==> src/gzsc_pkg.sv <==
// Purpose: Constants and types for the gauge zeroing step and stall block
// Assumes: 250 MHz core clock
// Notes: Times are kept in ns, cycle counts are derived from them

package gzsc_pkg;

  // --------------------------------------------------------------
  // Configuration word
  // --------------------------------------------------------------
  localparam logic [2:0] ZSC_ADDR = 3'h5;
  localparam int CFG_W = 13;
  localparam int MULT_LSB = 11;
  localparam int PRE_LSB = 5;
  localparam int BLANK_BIT = 4;
  localparam int DELTA_LSB = 0;
  localparam logic [1:0] MULT_RST = 2'h0;
  localparam logic [5:0] PRE_RST = 6'h00;
  localparam logic BLANK_RST = 1'b0;
  localparam logic [3:0] DELTA_RST = 4'h3;

  // --------------------------------------------------------------
  // Timing
  // --------------------------------------------------------------
  localparam int CLK_MHZ = 250;
  localparam int DT_UNIT_NS = 4096000;
  localparam int BLANK0_NS = 512000;
  localparam int BLANK1_NS = 768000;
  localparam int FIX_NS = 2048000;
  localparam int SD_WIN_NS = 16000;
  localparam int DT_UNIT_CYC = DT_UNIT_NS / 1000 * CLK_MHZ;
  localparam int BLANK0_CYC = BLANK0_NS / 1000 * CLK_MHZ;
  localparam int BLANK1_CYC = BLANK1_NS / 1000 * CLK_MHZ;
  localparam int FIX_CYC = FIX_NS / 1000 * CLK_MHZ;
  localparam logic [11:0] SD_WIN_CYC = 12'(SD_WIN_NS * CLK_MHZ / 1000);
  localparam logic [11:0] SD_HALF = 12'(SD_WIN_NS * CLK_MHZ / 2000);

  // --------------------------------------------------------------
  // Stall accumulator and sequencer
  // --------------------------------------------------------------
  localparam int ACC_W = 15;

  typedef enum logic [1:0] {
    GZSC_IDLE,
    GZSC_BLANK,
    GZSC_INTEG
  } gzsc_state_t;

endpackage

==> src/gzsc_zeroing.sv <==
// Purpose: Return-home stepping, dwell timing and back-EMF stall decision
// Assumes: Serial framing is decoded elsewhere; sense_bit_i is an async comparator
// Notes: One gauge; config writes take effect at the next full step
//
// Behaviour
// - Delta-t is step code times 4.096 ms
// - Multiplier codes give factors 1, 2, 4
// - Blanking 512 us or 768 us
// - Dwell is delta-t times M plus blanking
// - Code zero: blanking plus 2.048 ms
// - Reset config gives 12.80 ms dwell
// - Blanking starts when a coil opens
// - Integrate undriven coil into 15-bit accumulator
// - Sign 0 continues, sign 1 stops
// - Integrator and accumulator restart each step
// - Accumulator sign appears on status bit fourteen
// - Preload is minus sixteen times value, minus one
// - Reset preload value is zero
// - Config word written at address 101
// - Full steps, one coil driven at a time

`timescale 1ns/1ns
`default_nettype none

// --------------------------------------------------------------
// Two-stage synchroniser for pins from outside the clock domain
// --------------------------------------------------------------
module gzsc_sync #(
  parameter int unsigned WIDTH = 1
) (
  input wire logic clock_i,
  input wire logic reset_i,
  input wire logic [WIDTH-1:0] async_i,
  output logic [WIDTH-1:0] sync_o
);
  typedef struct packed {
    logic [WIDTH-1:0] meta;
    logic [WIDTH-1:0] stable;
  } gzsc_sync_regs_t;

  gzsc_sync_regs_t r_q;
  gzsc_sync_regs_t r_d;

  always_comb begin
    r_d = r_q;
    r_d.meta = async_i;
    // Only the second stage is read downstream
    r_d.stable = r_q.meta;
  end

  always_ff @(posedge clock_i or posedge reset_i) begin
    if (reset_i) begin
      r_q <= '0;
    end else begin
      r_q <= r_d;
    end
  end

  assign sync_o = r_q.stable;

endmodule

// --------------------------------------------------------------
// Full-step dwell and blanking length from a configuration
// --------------------------------------------------------------
module gzsc_dwell #(
  parameter int unsigned DT_UNIT_CYCLES = gzsc_pkg::DT_UNIT_CYC,
  parameter int unsigned BLANK0_CYCLES = gzsc_pkg::BLANK0_CYC,
  parameter int unsigned BLANK1_CYCLES = gzsc_pkg::BLANK1_CYC,
  parameter int unsigned FIX_CYCLES = gzsc_pkg::FIX_CYC
) (
  input wire logic [1:0] mult_i,
  input wire logic blank_sel_i,
  input wire logic [3:0] delta_i,
  output logic [31:0] blank_o,
  output logic [31:0] dwell_o
);
  always_comb begin
    blank_o = blank_sel_i ? 32'(BLANK1_CYCLES) : 32'(BLANK0_CYCLES);
    if (delta_i == 4'h0) begin
      dwell_o = blank_o + 32'(FIX_CYCLES);
    end else begin
      // Code 3 on the multiplier gives 8, overflow is the host's risk
      dwell_o = ((32'(delta_i) * 32'(DT_UNIT_CYCLES)) << mult_i) + blank_o;
    end
  end

endmodule

module gzsc_zeroing #(
  parameter int unsigned DT_UNIT_CYCLES = gzsc_pkg::DT_UNIT_CYC,
  parameter int unsigned BLANK0_CYCLES = gzsc_pkg::BLANK0_CYC,
  parameter int unsigned BLANK1_CYCLES = gzsc_pkg::BLANK1_CYC,
  parameter int unsigned FIX_CYCLES = gzsc_pkg::FIX_CYC
) (
  input wire logic clock_i,
  input wire logic reset_i,
  input wire logic cfg_wr_i,
  input wire logic [2:0] cfg_addr_i,
  input wire logic [gzsc_pkg::CFG_W-1:0] cfg_data_i,
  input wire logic home_start_i,
  input wire logic home_stop_i,
  input wire logic home_dir_i,
  input wire logic home_uncond_i,
  input wire logic status_sel_acc_i,
  input wire logic sense_bit_i,
  output logic coil_a_en_o,
  output logic coil_a_pol_o,
  output logic coil_b_en_o,
  output logic coil_b_pol_o,
  output logic home_active_o,
  output logic stall_seen_o,
  output logic step_done_o,
  output logic [gzsc_pkg::ACC_W-1:0] acc_result_o,
  output logic status_bit_fourteen_o
);
  import gzsc_pkg::*;

  // --------------------------------------------------------------
  // State
  // --------------------------------------------------------------
  typedef struct packed {
    logic [1:0] mult;
    logic [5:0] preload_value;
    logic blank_sel;
    logic [3:0] delta;
    gzsc_state_t st;
    logic [31:0] timer;
    logic [31:0] dwell;
    logic [31:0] blank;
    logic [11:0] win;
    logic [11:0] ones;
    logic [ACC_W-1:0] acc;
    logic [ACC_W-1:0] result;
    logic [1:0] phase;
    logic dir;
    logic uncond;
    logic active;
    logic stall;
    logic done;
    logic a_en;
    logic a_pol;
    logic b_en;
    logic b_pol;
    logic stat14;
  } gzsc_regs_t;

  gzsc_regs_t r_q;
  gzsc_regs_t r_d;
  logic [31:0] blank_c;
  logic [31:0] dwell_c;
  logic [1:0] next_phase;
  logic [ACC_W-1:0] acc_next;
  logic sense_sync_s;

  // --------------------------------------------------------------
  // Sense bit synchroniser
  // --------------------------------------------------------------
  gzsc_sync #(
    .WIDTH(1)
  ) sense_sync (
    .clock_i(clock_i),
    .reset_i(reset_i),
    .async_i(sense_bit_i),
    .sync_o(sense_sync_s)
  );

  // --------------------------------------------------------------
  // Step timing from the live configuration
  // --------------------------------------------------------------
  gzsc_dwell #(
    .DT_UNIT_CYCLES(DT_UNIT_CYCLES),
    .BLANK0_CYCLES(BLANK0_CYCLES),
    .BLANK1_CYCLES(BLANK1_CYCLES),
    .FIX_CYCLES(FIX_CYCLES)
  ) step_timing (
    .mult_i(r_q.mult),
    .blank_sel_i(r_q.blank_sel),
    .delta_i(r_q.delta),
    .blank_o(blank_c),
    .dwell_o(dwell_c)
  );

  // --------------------------------------------------------------
  // Sequencer
  // --------------------------------------------------------------
  always_comb begin
    r_d = r_q;
    r_d.done = 1'b0;
    r_d.stat14 = status_sel_acc_i ? r_q.result[ACC_W-1] : 1'b0;
    next_phase = r_q.dir ? r_q.phase - 2'h1 : r_q.phase + 2'h1;
    acc_next = r_q.acc;

    if (cfg_wr_i && cfg_addr_i == ZSC_ADDR) begin
      // Stored now, sampled only at a step boundary
      r_d.mult = cfg_data_i[MULT_LSB+:2];
      r_d.preload_value = cfg_data_i[PRE_LSB+:6];
      r_d.blank_sel = cfg_data_i[BLANK_BIT];
      r_d.delta = cfg_data_i[DELTA_LSB+:4];
    end

    case (r_q.st)
      GZSC_IDLE: begin
        r_d.active = 1'b0;
        r_d.a_en = 1'b0;
        r_d.b_en = 1'b0;
        if (home_start_i) begin
          r_d.active = 1'b1;
          r_d.stall = 1'b0;
          r_d.dir = home_dir_i;
          r_d.uncond = home_uncond_i;
          r_d.st = GZSC_BLANK;
          r_d.timer = 32'h0;
          r_d.dwell = dwell_c;
          r_d.blank = blank_c;
          r_d.acc = ~{5'h00, r_q.preload_value, 4'h0};
          // First step drives coil A positive, B open
          r_d.phase = 2'h0;
          r_d.a_en = 1'b1;
          r_d.b_en = 1'b0;
          r_d.a_pol = 1'b1;
          r_d.b_pol = 1'b1;
          r_d.win = 12'h0;
          r_d.ones = 12'h0;
        end
      end
      GZSC_BLANK, GZSC_INTEG: begin
        r_d.timer = r_q.timer + 32'h1;
        if (r_q.st == GZSC_BLANK && r_q.timer == r_q.blank - 32'h1) begin
          r_d.st = GZSC_INTEG;
        end
        if (r_q.st == GZSC_INTEG) begin
          // Bitstream decimation, one accumulator count per window
          if (r_q.win == SD_WIN_CYC - 12'h1) begin
            acc_next = (r_q.ones + 12'(sense_sync_s) >= SD_HALF) ? r_q.acc + 15'h0001 : r_q.acc - 15'h0001;
            r_d.acc = acc_next;
            r_d.win = 12'h0;
            r_d.ones = 12'h0;
          end else begin
            r_d.win = r_q.win + 12'h1;
            r_d.ones = r_q.ones + 12'(sense_sync_s);
          end
        end
        if (r_q.timer == r_q.dwell - 32'h1) begin
          r_d.result = acc_next;
          r_d.done = 1'b1;
          if (acc_next[ACC_W-1] && !r_q.uncond) begin
            r_d.st = GZSC_IDLE;
            r_d.stall = 1'b1;
            r_d.active = 1'b0;
            r_d.a_en = 1'b0;
            r_d.b_en = 1'b0;
          end else begin
            r_d.st = GZSC_BLANK;
            r_d.phase = next_phase;
            r_d.timer = 32'h0;
            r_d.dwell = dwell_c;
            r_d.blank = blank_c;
            r_d.acc = ~{5'h00, r_q.preload_value, 4'h0};
            r_d.win = 12'h0;
            r_d.ones = 12'h0;
          end
        end
        if (r_d.active) begin
          // One coil driven, the other left open for sensing
          r_d.a_en = ~r_d.phase[0];
          r_d.b_en = r_d.phase[0];
          r_d.a_pol = ~r_d.phase[1];
          r_d.b_pol = ~r_d.phase[1];
        end
        if (home_stop_i) begin
          r_d.st = GZSC_IDLE;
          r_d.active = 1'b0;
          r_d.a_en = 1'b0;
          r_d.b_en = 1'b0;
        end
      end
      default: begin
        r_d.st = GZSC_IDLE;
      end
    endcase
  end

  always_ff @(posedge clock_i or posedge reset_i) begin
    if (reset_i) begin
      r_q <= '0;
      r_q.st <= GZSC_IDLE;
      r_q.mult <= MULT_RST;
      r_q.blank_sel <= BLANK_RST;
      r_q.delta <= DELTA_RST;
      r_q.preload_value <= PRE_RST;
    end else begin
      r_q <= r_d;
    end
  end

  assign coil_a_en_o = r_q.a_en;
  assign coil_a_pol_o = r_q.a_pol;
  assign coil_b_en_o = r_q.b_en;
  assign coil_b_pol_o = r_q.b_pol;
  assign home_active_o = r_q.active;
  assign stall_seen_o = r_q.stall;
  assign step_done_o = r_q.done;
  assign acc_result_o = r_q.result;
  assign status_bit_fourteen_o = r_q.stat14;

endmodule

`default_nettype wire

==> config.mk <==
export PLATFORM = sky130hd
export DESIGN_NAME = gzsc_zeroing
export DESIGN_NICKNAME = d
export VERILOG_FILES = /design/src/gzsc_pkg.sv /design/src/gzsc_zeroing.sv
export SDC_FILE = /design/constraint.sdc
export NUM_CORES = 1
export LEC_CHECK = 0
export BUFFER_PORTS_ARGS = -buffer_cell sky130_fd_sc_hd__buf_4
export CORE_AREA = 3 3 168 170
export DETAILED_ROUTE_END_ITERATION = 16
export DIE_AREA = 0 0 171 173
export GPL_TIMING_DRIVEN = 1
export PLACE_DENSITY = 0.61
export SLEW_MARGIN = 20
export SYNTH_ARGS = -nofsm -noshare
export SYNTH_HDL_FRONTEND = slang
export SYNTH_HIERARCHICAL = 1
export SYNTH_SLANG_ARGS = --single-unit
==> constraint.sdc <==
create_clock -name clock_i -period 6.8 [get_ports clock_i]
set_input_delay 0.68 -clock clock_i [delete_from_list [all_inputs] [get_ports clock_i]]
set_output_delay 0.68 -clock clock_i [all_outputs]
set_load 0.05 [all_outputs]
==> results of run 1 <==
==> Yosys cell counts (all sizes together) (5+ instances only) <==
library cell  number  share of area [%]
nand2             90                2.6
a21o              19                1.1
mux2i             12               0.92
nor2b             17               0.82
and2              11               0.53
mux2              89                7.7
nor4b             10               0.72
o21ai             63                2.4
inv               40                1.2
or2               11               0.53
a31oi             14               0.67
a211oi            18                1.2
o22ai              9               0.43
xnor2             74                5.0
and4               8               0.54
xor2              61                4.2
or4               17                1.0
a41oi              5               0.34
dfrtp            176                 34
or3               14               0.71
o21a               9               0.52
a22o              11               0.74
buf               85                4.8
o31ai              8               0.46
nand4             13               0.62
o211ai             8               0.46
clkbuf            46                1.3
and3              13               0.62
nand3b             7               0.40
ha                41                3.9
nor2             142                4.1
nand4b             9               0.65
nand3             46                1.8
nor3              41                1.6
nand2b            14               0.67
a21oi             61                2.4
o31a               5               0.34
a211o              5               0.34
nor4              32                1.7
fa                 8                1.2
==> cell type report <==
cell class	instances	area, um^2	area share, %
clock buffer	19	453	3.26
inverter	40	155	1.12
tap	341	427	3.07
sequential	178	4460	32.1
multi-input combinational	1118	7790	56.1
timing repair buffer	57	460	3.32
clock inverter	13	135	0.974
==> registers in the layout, indices dropped and copies added (netlist names) <==
signal,flops
step_done_o,1
status_bit_fourteen_o,1
coil_a_pol_o,1
sense_sync/sync_o,1
home_active_o,1
stall_seen_o,1
acc_result_o,15
sense_sync/r_d,1
coil_a_en_o,1
coil_b_en_o,1
r_q,154
==> through the flow <==
| step | utilization [%] | instance area [um^2] | setup WS, ps | power [W] | instances |
|---|---|---|---|---|---|
| after global routing | 51.6 | 13900 | 317 | 0.00568 | 1766 |
| after CTS | 51.5 | 13900 | 962 | 0.00527 | 1765 |
| after detailed placement | 49.3 | 13300 | 1000 | 0.00426 | 1733 |
| final | 51.6 | 13900 | 969 | 0.00524 | 1766 |
| after floorplan | - | 13200 | 1350 | 0.00376 | 1467 |
| after global placement | 49.3 | 13300 | 1060 | 0.00421 | 1733 |
==> path summary, 6_finish.rpt <==
path,endpoint,slack (ps),depth (start not counted)
max in group asynchronous,r_q[35]$_DFFE_PP0P_,5340,3
setup reg to reg,r_q[96]$_DFFE_PP0P_,970,17
min in group clock_i,sense_sync/r_d[0]$_DFF_PP0_,350,1
hold / removal,sense_sync/r_d[0]$_DFF_PP0_,110,2
hold reg to reg,sense_sync/sync_o$_DFF_PP0_,350,0
setup / recovery,r_q[96]$_DFFE_PP0P_,970,17
==> power by group <==
group | switching (W) | total (W) | internal, W
Combinational | 0.00140 | 0.00254 | 0.00115
Sequential | 0.000402 | 0.00171 | 0.00131
Clock | 0.000482 | 0.000991 | 0.000510
==> cells by family after synthesis <==
group           share of synthesized area [%]
compound gates                           15.2
other cells                            0.0576
flops                                    34.2
buf+inv                                  7.28
xor+xnor                                 9.12
mux                                      8.78
simple gates                             20.3
fa+ha+maj                                5.16
==> per-layer routing <==
layer | wire [um] | vias to the layer above | part of all wire (%) | track usage [%]
met5 | 0 | - | 0 | 0
met4 | 424 | 0 | 1.4 | 4.90
met3 | 865 | 30 | 2.9 | 2.45
met2 | 13600 | 149 | 46 | 31.6
met1 | 14900 | 4940 | 50 | 30.7
li1 | - | 5010 | - | -
==> flow_summary_export.csv, run 1 <==
group,metric,value,unit
clock_network,clk_pin_slew_worst_paths,70,ps
timing,worstMarginPinSlew,994,ps
die,io_pins,48,
routing,drt-total-wl,29800,um
routing,firstDrtPassIters,5,
worst_setup_path,crit_top_cell,"nor2_1",
worst_setup_path,startpoint,"r_q[44]$_DFFE_PP0P_",
routing,routedWlPerCell,16.9,um
timing,min_period,5830,ps
status,run_status,"finished clean",
grt,antenna_found_initial,0,
grt,grt_max_degree,110,
min_path,hp-class,"in2async",
power,ir_drop,0.329,mV
grt,grt_pass1_vias,9755,
grt,grt-ovfl-total,0,
clock_network,cts_max_level,4,
clock_network,clockBufferDepth,2,
worst_setup_path,cp.required,7120,ps
worst_setup_path,crit_buf_inv,2,
worst_setup_path,start_kind,"flop",
routing,drc,0,
clock_network,tritoncts,"yes",
timing,slew_headroom,33.4,%
worst_setup_path,slowest_stage,"nor4_2",
job,drv_cap,0,
placement,dp_hpwl,21600,um
timing,setup_viol,0,
yosys,yosys_register_bits,178,
finish,antenna_cells,0,
yosys,async_flop_share,100,%
timing,maxSlewViolCount,0,
yosys,yosysWarningCount,6,
die,die_w,171,um
worst_setup_path,path_cells,"nand4_1, or2_2, o31a_1, a211oi_1, nor2_1, buf_4, ha_1, a21oi_1, nor2_1, a2111oi_0, o21a_1, nor4b_1, nor4_2, nand2_4, a21oi_4, buf_12, mux2_2",
yosys,synthCells,1428,
clock_network,postCtsSetupRepairBufs,0,
grt,grt_use_total,20.5,%
placement,port_buffers,47,
clock_network,cts_buffers,17,
clock_network,root_buffer,"clkbuf_16",
clock_network,insertion_delay,440,ps
yosys,synth_area,13000,um^2
worst_setup_path,worstPathArrival,6150,ps
yosys,synth_cell_type_count,94,
worst_setup_path,crit_path_end_kind,"flop",
placement,gp_congestion,0.861,
clock_network,cts_resized,0,
worst_setup_path,critPathMaxFanout,85,
yosys,yosysSeqAreaShare,34.2,%
routing,drtAntennaViolNets,0,
timing,fin_tns_setup,0,ps
yosys,synth_edf_count,0,
clock_network,cts_hold_buffers,0,
routing,vias_per_cell,5.74,
routing,vias,10100,
timing,whs,111,ps
timing,min_period_over_period,85.8,%
clock_network,cts_sinks,178,
die,core-area,26900,um^2
yosys,syn_area_per_cell,9.14,um^2
worst_setup_path,path_delay_family,"compound AO/OA/AOI/OAI gates",
worst_setup_path,critPathKind,"reg2reg",
timing,hold_viol,0,
finish,layout_common_cells,"dfrtp_1, nor2_1, nand2_1",
yosys,synth_ff_type,"dfrtp_1",
die,dieArea,29600,um^2
finish,syn_to_final_growth,6.40,%
timing,rsz0062_at_grt,"no",
worst_setup_path,cp_slowest_stage_delay,690,ps
finish,final_common_cell,"dfrtp_1",
grt,grt_pass1_wl,50200,um
die,start_util,48.5,%
die,die_height,173,um
timing,fin_skew,17.7,ps
timing,max_freq,171,MHz
worst_setup_path,rr_startpoint,"r_q[44]$_DFFE_PP0P_",
power,power_density,378,nW/um^2
die,num_rows,60,
power,cellLeakagePower,5.73,nW
finish,nFillCells,2490,
routing,drtIter0Drc,610,
finish,final_nets,1486,
finish,drive_gt1_share,13.5,%
Power figures use the tool's default switching activity.
==> run 2, diff against run 1 <==
--- a/config.mk
+++ b/config.mk
@@ -10,6 +10,7 @@
 export DETAILED_ROUTE_END_ITERATION = 16
 export DIE_AREA = 0 0 171 173
 export GPL_TIMING_DRIVEN = 1
+export MAX_ROUTING_LAYER = met4
 export PLACE_DENSITY = 0.61
 export SLEW_MARGIN = 20
 export SYNTH_ARGS = -nofsm -noshare
==> flow_summary_export.csv, run 2 (synthesis gave the netlist of run 1 again) <==
group,metric,value,unit
status,run_status,"finished clean",
grt,grt_pass1_wl,50300,um
routing,vias_per_cell,5.80,
placement,dpl-instance-area,13300,um^2
power,power_density,379,nW/um^2
finish,nFillCells,2545,
routing,drt-total-wl,29900,um
timing,rsz0062_at_grt,"no",
min_path,hp-class,"in2async",
clock_network,cts_sinks,178,
clock_network,clockBufferDepth,2,
finish,final_nets,1485,
timing,max_freq,169,MHz
clock_network,postCtsSetupRepairBufs,0,
die,start_util,48.5,%
clock_network,tritoncts,"yes",
placement,dp_hpwl,21600,um
worst_setup_path,cp.required,7120,ps
timing,min_period_over_period,87.0,%
power,ir_drop,0.335,mV
die,io_pins,48,
placement,port_buffers,47,
power,cellLeakagePower,5.72,nW
worst_setup_path,reg2reg_slack,880,ps
finish,final_common_cell,"dfrtp_1",
clock_network,cts_buffers,17,
finish,syn_to_final_growth,6.31,%
timing,min_period,5920,ps
routing,vias,10200,
finish,post-route-cell-area,13900,um^2
finish,largest_reg_flops,154,
clock_network,clk_pin_slew_worst_paths,80,ps
clock_network,insertion_delay,440,ps
die,die_w,171,um
clock_network,cts_resized,0,
worst_setup_path,start_kind,"flop",
die,die_height,173,um
timing,fin_skew,14.7,ps
worst_setup_path,worstPathArrival,6240,ps
clock_network,cts_max_level,4,
die,core-area,26900,um^2
routing,drtIter0Drc,655,
timing,setup_viol,0,
grt,grt_pass1_vias,9826,
finish,drive_gt1_share,13.5,%
routing,firstDrtPassIters,5,
timing,worstMarginPinSlew,956,ps
finish,regMostFlops,"r_q",
timing,slew_headroom,35.9,%
clock_network,root_buffer,"clkbuf_16",
worst_setup_path,crit_path_end_kind,"flop",
finish,layout_common_cells,"dfrtp_1, nor2_1, nand2_1",
grt,antenna_found_initial,0,
worst_setup_path,critPathMaxFanout,85,
timing,fin_tns_setup,0,ps
routing,drc,0,
grt,grt-ovfl-total,0,
routing,routedWlPerCell,17.0,um
finish,antenna_cells,0,
timing,maxSlewViolCount,0,
placement,gp_congestion,0.869,
routing,drtAntennaViolNets,0,
worst_setup_path,critPathKind,"reg2reg",
clock_network,cts_hold_buffers,0,
job,drv_cap,0,
die,dieArea,29600,um^2
grt,grt_use_total,21.1,%
finish,seq_area,4460,um^2
finish,multi_input_area,7790,um^2
timing,hold_viol,0,
die,num_rows,60,
grt,grt_max_degree,101,
==> run 2: layout make-up <==
| cell class | instances | area share, % |
|---|---|---|
| Clock inverter | 14 | 1.16 |
| Multi-Input combinational cell | 1118 | 56.2 |
| Tap cell | 341 | 3.08 |
| Timing Repair Buffer | 56 | 3.15 |
| Clock buffer | 18 | 3.17 |
| Sequential cell | 178 | 32.1 |
| Inverter | 40 | 1.12 |
==> run 2: critical path, stage by stage, from the launching register on <==
cell	delay, ps
dfrtp_1	480
nand4_1	320
or2_2	430
o31a_1	280
a211oi_1	370
nor2_1	80
buf_4	230
ha_1	340
a21oi_1	250
nor2_1	80
a2111oi_0	610
o21a_1	270
nor4b_1	80
nor4_2	710
nand2_4	200
a21oi_4	220
buf_12	320
mux2_2	390
==> run 2: power by group <==
group          switching, W  total [W]  leakage, nW  internal (W)
clock              0.000480    0.00101        0.294      0.000534
combinational       0.00139    0.00253         3.19       0.00114
sequential         0.000405    0.00171         2.24       0.00131
total               0.00227    0.00526         5.72       0.00299
==> run 2: path summary, 6_finish.rpt <==
| kind | cells after the start | end | from |
|---|---|---|---|
| max in group asynchronous | 3 | r_q[41]$_DFFE_PP0P_ | reset_i |
| setup / recovery | 17 | r_q[66]$_DFFE_PP0P_ | r_q[44]$_DFFE_PP0P_ |
| hold reg to reg | 0 | sense_sync/sync_o$_DFF_PP0_ | sense_sync/r_d[0]$_DFF_PP0_ |
| min in group clock_i | 1 | sense_sync/r_d[0]$_DFF_PP0_ | sense_bit_i |
| setup reg to reg | 17 | r_q[66]$_DFFE_PP0P_ | r_q[44]$_DFFE_PP0P_ |
| hold / removal | 2 | sense_sync/sync_o$_DFF_PP0_ | reset_i |
==> run 2: through the flow <==
step           utilization [%]  setup slack, ps  instances  hold WS [ps]  power [W]
6_report                  51.6              881       1765           102    0.00526
3_3_place_gp              49.3             1060       1733           334    0.00422
5_1_grt                   51.6              364       1765          86.9    0.00570
3_5_place_dp              49.3              951       1733           340    0.00426
4_1_cts                   51.6              934       1765          90.6    0.00530
2_1_floorplan                -             1350       1467           331    0.00376
==> run 2: per-layer routing <==
layer,wire length [um],up-vias,track usage (%)
met5,0,-,-
li1,-,5023,-
met1,14800,4994,30.2
met3,1050,41,3.20
met2,13600,187,31.7
met4,509,0,5.10
==> run 3, diff against run 2 <==
--- a/config.mk
+++ b/config.mk
@@ -11,7 +11,6 @@
 export DIE_AREA = 0 0 171 173
 export GPL_TIMING_DRIVEN = 1
 export MAX_ROUTING_LAYER = met4
-export PLACE_DENSITY = 0.61
 export SLEW_MARGIN = 20
 export SYNTH_ARGS = -nofsm -noshare
 export SYNTH_HDL_FRONTEND = slang
==> flow_summary_export.csv, run 3 (synthesis gave the netlist of run 1 again) <==
group,metric,value,unit
status,run_status,"finished clean",
placement,dp_hpwl,22100,um
clock_network,clockBufferDepth,2,
clock_network,cts_buffers,17,
die,io_pins,48,
clock_network,insertion_delay,440,ps
timing,setup_viol,0,
placement,dp.cells,1735,
finish,final_common_cell,"dfrtp_1",
worst_setup_path,crit_path_end_kind,"flop",
timing,max_freq,165,MHz
die,core-area,26900,um^2
finish,finalCoreUtilization,51.5,%
placement,pre_cts_slack,783,ps
finish,antenna_cells,0,
timing,min_period,6050,ps
timing,worstMarginPinSlew,1050,ps
clock_network,clk_pin_slew_worst_paths,70,ps
routing,vias,10200,
clock_network,root_buffer,"clkbuf_16",
timing,fin_skew,20.1,ps
timing,slew_headroom,29.7,%
clock_network,cts_resized,0,
routing,firstDrtPassIters,5,
finish,drive_gt1_share,13.4,%
timing,min_period_over_period,89.0,%
placement,port_buffers,47,
worst_setup_path,start_kind,"flop",
finish,layout_common_cells,"dfrtp_1, nor2_1, nand2_1",
die,start_util,48.5,%
clock_network,postCtsSetupRepairBufs,0,
placement,gp_congestion,0.882,
worst_setup_path,critPathKind,"reg2reg",
die,die_height,173,um
worst_setup_path,worstPathArrival,6370,ps
routing,vias_per_cell,5.76,
die,num_rows,60,
routing,drtAntennaViolNets,0,
die,dieArea,29600,um^2
worst_setup_path,cp.required,7120,ps
clock_network,cts_hold_buffers,0,
min_path,hp-class,"in2async",
grt,grt_pass1_vias,9756,
routing,drc,0,
power,cellLeakagePower,5.69,nW
clock_network,cts_max_level,4,
finish,regMostFlops,"r_q",
finish,final_cells,1766,
routing,drt-total-wl,30200,um
timing,hold_viol,0,
worst_setup_path,critPathMaxFanout,85,
grt,grt-ovfl-total,0,
finish,largest_reg_flops,154,
timing,setup_slack,751,ps
power,power,0.00523,W
clock_network,tritoncts,"yes",
grt,grt_pass1_wl,50800,um
power,power_density,378,nW/um^2
die,die_w,171,um
grt,grt_use_total,21.5,%
routing,drtIter0Drc,565,
timing,rsz0062_at_grt,"no",
timing,fin_tns_setup,0,ps
job,drv_cap,0,
power,ir_drop,0.319,mV
finish,final_nets,1487,
timing,maxSlewViolCount,0,
finish,syn_to_final_growth,6.05,%
routing,routedWlPerCell,17.1,um
clock_network,cts_sinks,178,
grt,antenna_found_initial,0,
grt,grt_max_degree,107,
[run 3: cell types whose count changed in the layout (fill, tap and decap cells not counted), sizes merged]
cell and change:
clkinvlp +4, buf +2, clkinv -1, inv -4
[run 3: worst max-delay path, stage by stage (launching register included)]
cell and delay (ps):
dfrtp_1 480, nand4_1 320, or2_2 430, o31a_1 280, a211oi_1 320, nor2_1 210
buf_4 240, ha_1 330, a21oi_1 250, nor2_1 80, a2111oi_0 660, o21a_1 280
nor4b_1 90, nor4_2 720, nand2_4 200, a21oi_4 220, buf_12 380, mux2_2 380
[run 3: final cells by class]
type | count | area [um^2]
Clock inverter | 13 | 128
Timing Repair Buffer | 58 | 448
Sequential cell | 178 | 4460
Inverter | 40 | 155
Tap cell | 341 | 427
Multi-Input combinational cell | 1118 | 7790
Fill cell | 2557 | 13000
Clock buffer | 18 | 429
[run 3: final timing paths]
| check | from | endpoint | slack (ps) | cells after the start |
|---|---|---|---|---|
| setup / recovery | r_q[44]$_DFFE_PP0P_ | r_q[93]$_DFFE_PP0P_ | 750 | 17 |
| max in group asynchronous | reset_i | r_q[84]$_DFFE_PP0P_ | 4850 | 3 |
| min in group clock_i | sense_sync/r_d[0]$_DFF_PP0_ | sense_sync/sync_o$_DFF_PP0_ | 350 | 0 |
| hold reg to reg | sense_sync/r_d[0]$_DFF_PP0_ | sense_sync/sync_o$_DFF_PP0_ | 350 | 0 |
| setup reg to reg | r_q[44]$_DFFE_PP0P_ | r_q[93]$_DFFE_PP0P_ | 750 | 17 |
| hold / removal | reset_i | sense_sync/r_d[0]$_DFF_PP0_ | 110 | 2 |
[run 3: power by group]
part           internal [W]  switching [W]  total, W
Sequential          0.00131       0.000393   0.00170
Clock              0.000509       0.000451  0.000960
Combinational       0.00115        0.00142   0.00257
Total               0.00297        0.00226   0.00523
[run 3: layer usage]
metal / track usage, % / vias up / share of wire, %
met5: - / - / 0
met4: 4.39 / 0 / 1.1
met3: 2.99 / 20 / 3.2
met2: 32.2 / 201 / 45
met1: 31.3 / 4939 / 51
li1: - / 5020 / -
[run 3: per-stage QoR]
stage / hold WS (ps) / instance area [um^2]
6_report: 113 / 13800
2_1_floorplan: 331 / 13200
3_3_place_gp: 333 / 13300
4_1_cts: 101 / 13800
3_5_place_dp: 336 / 13300
5_1_grt: 101 / 13800
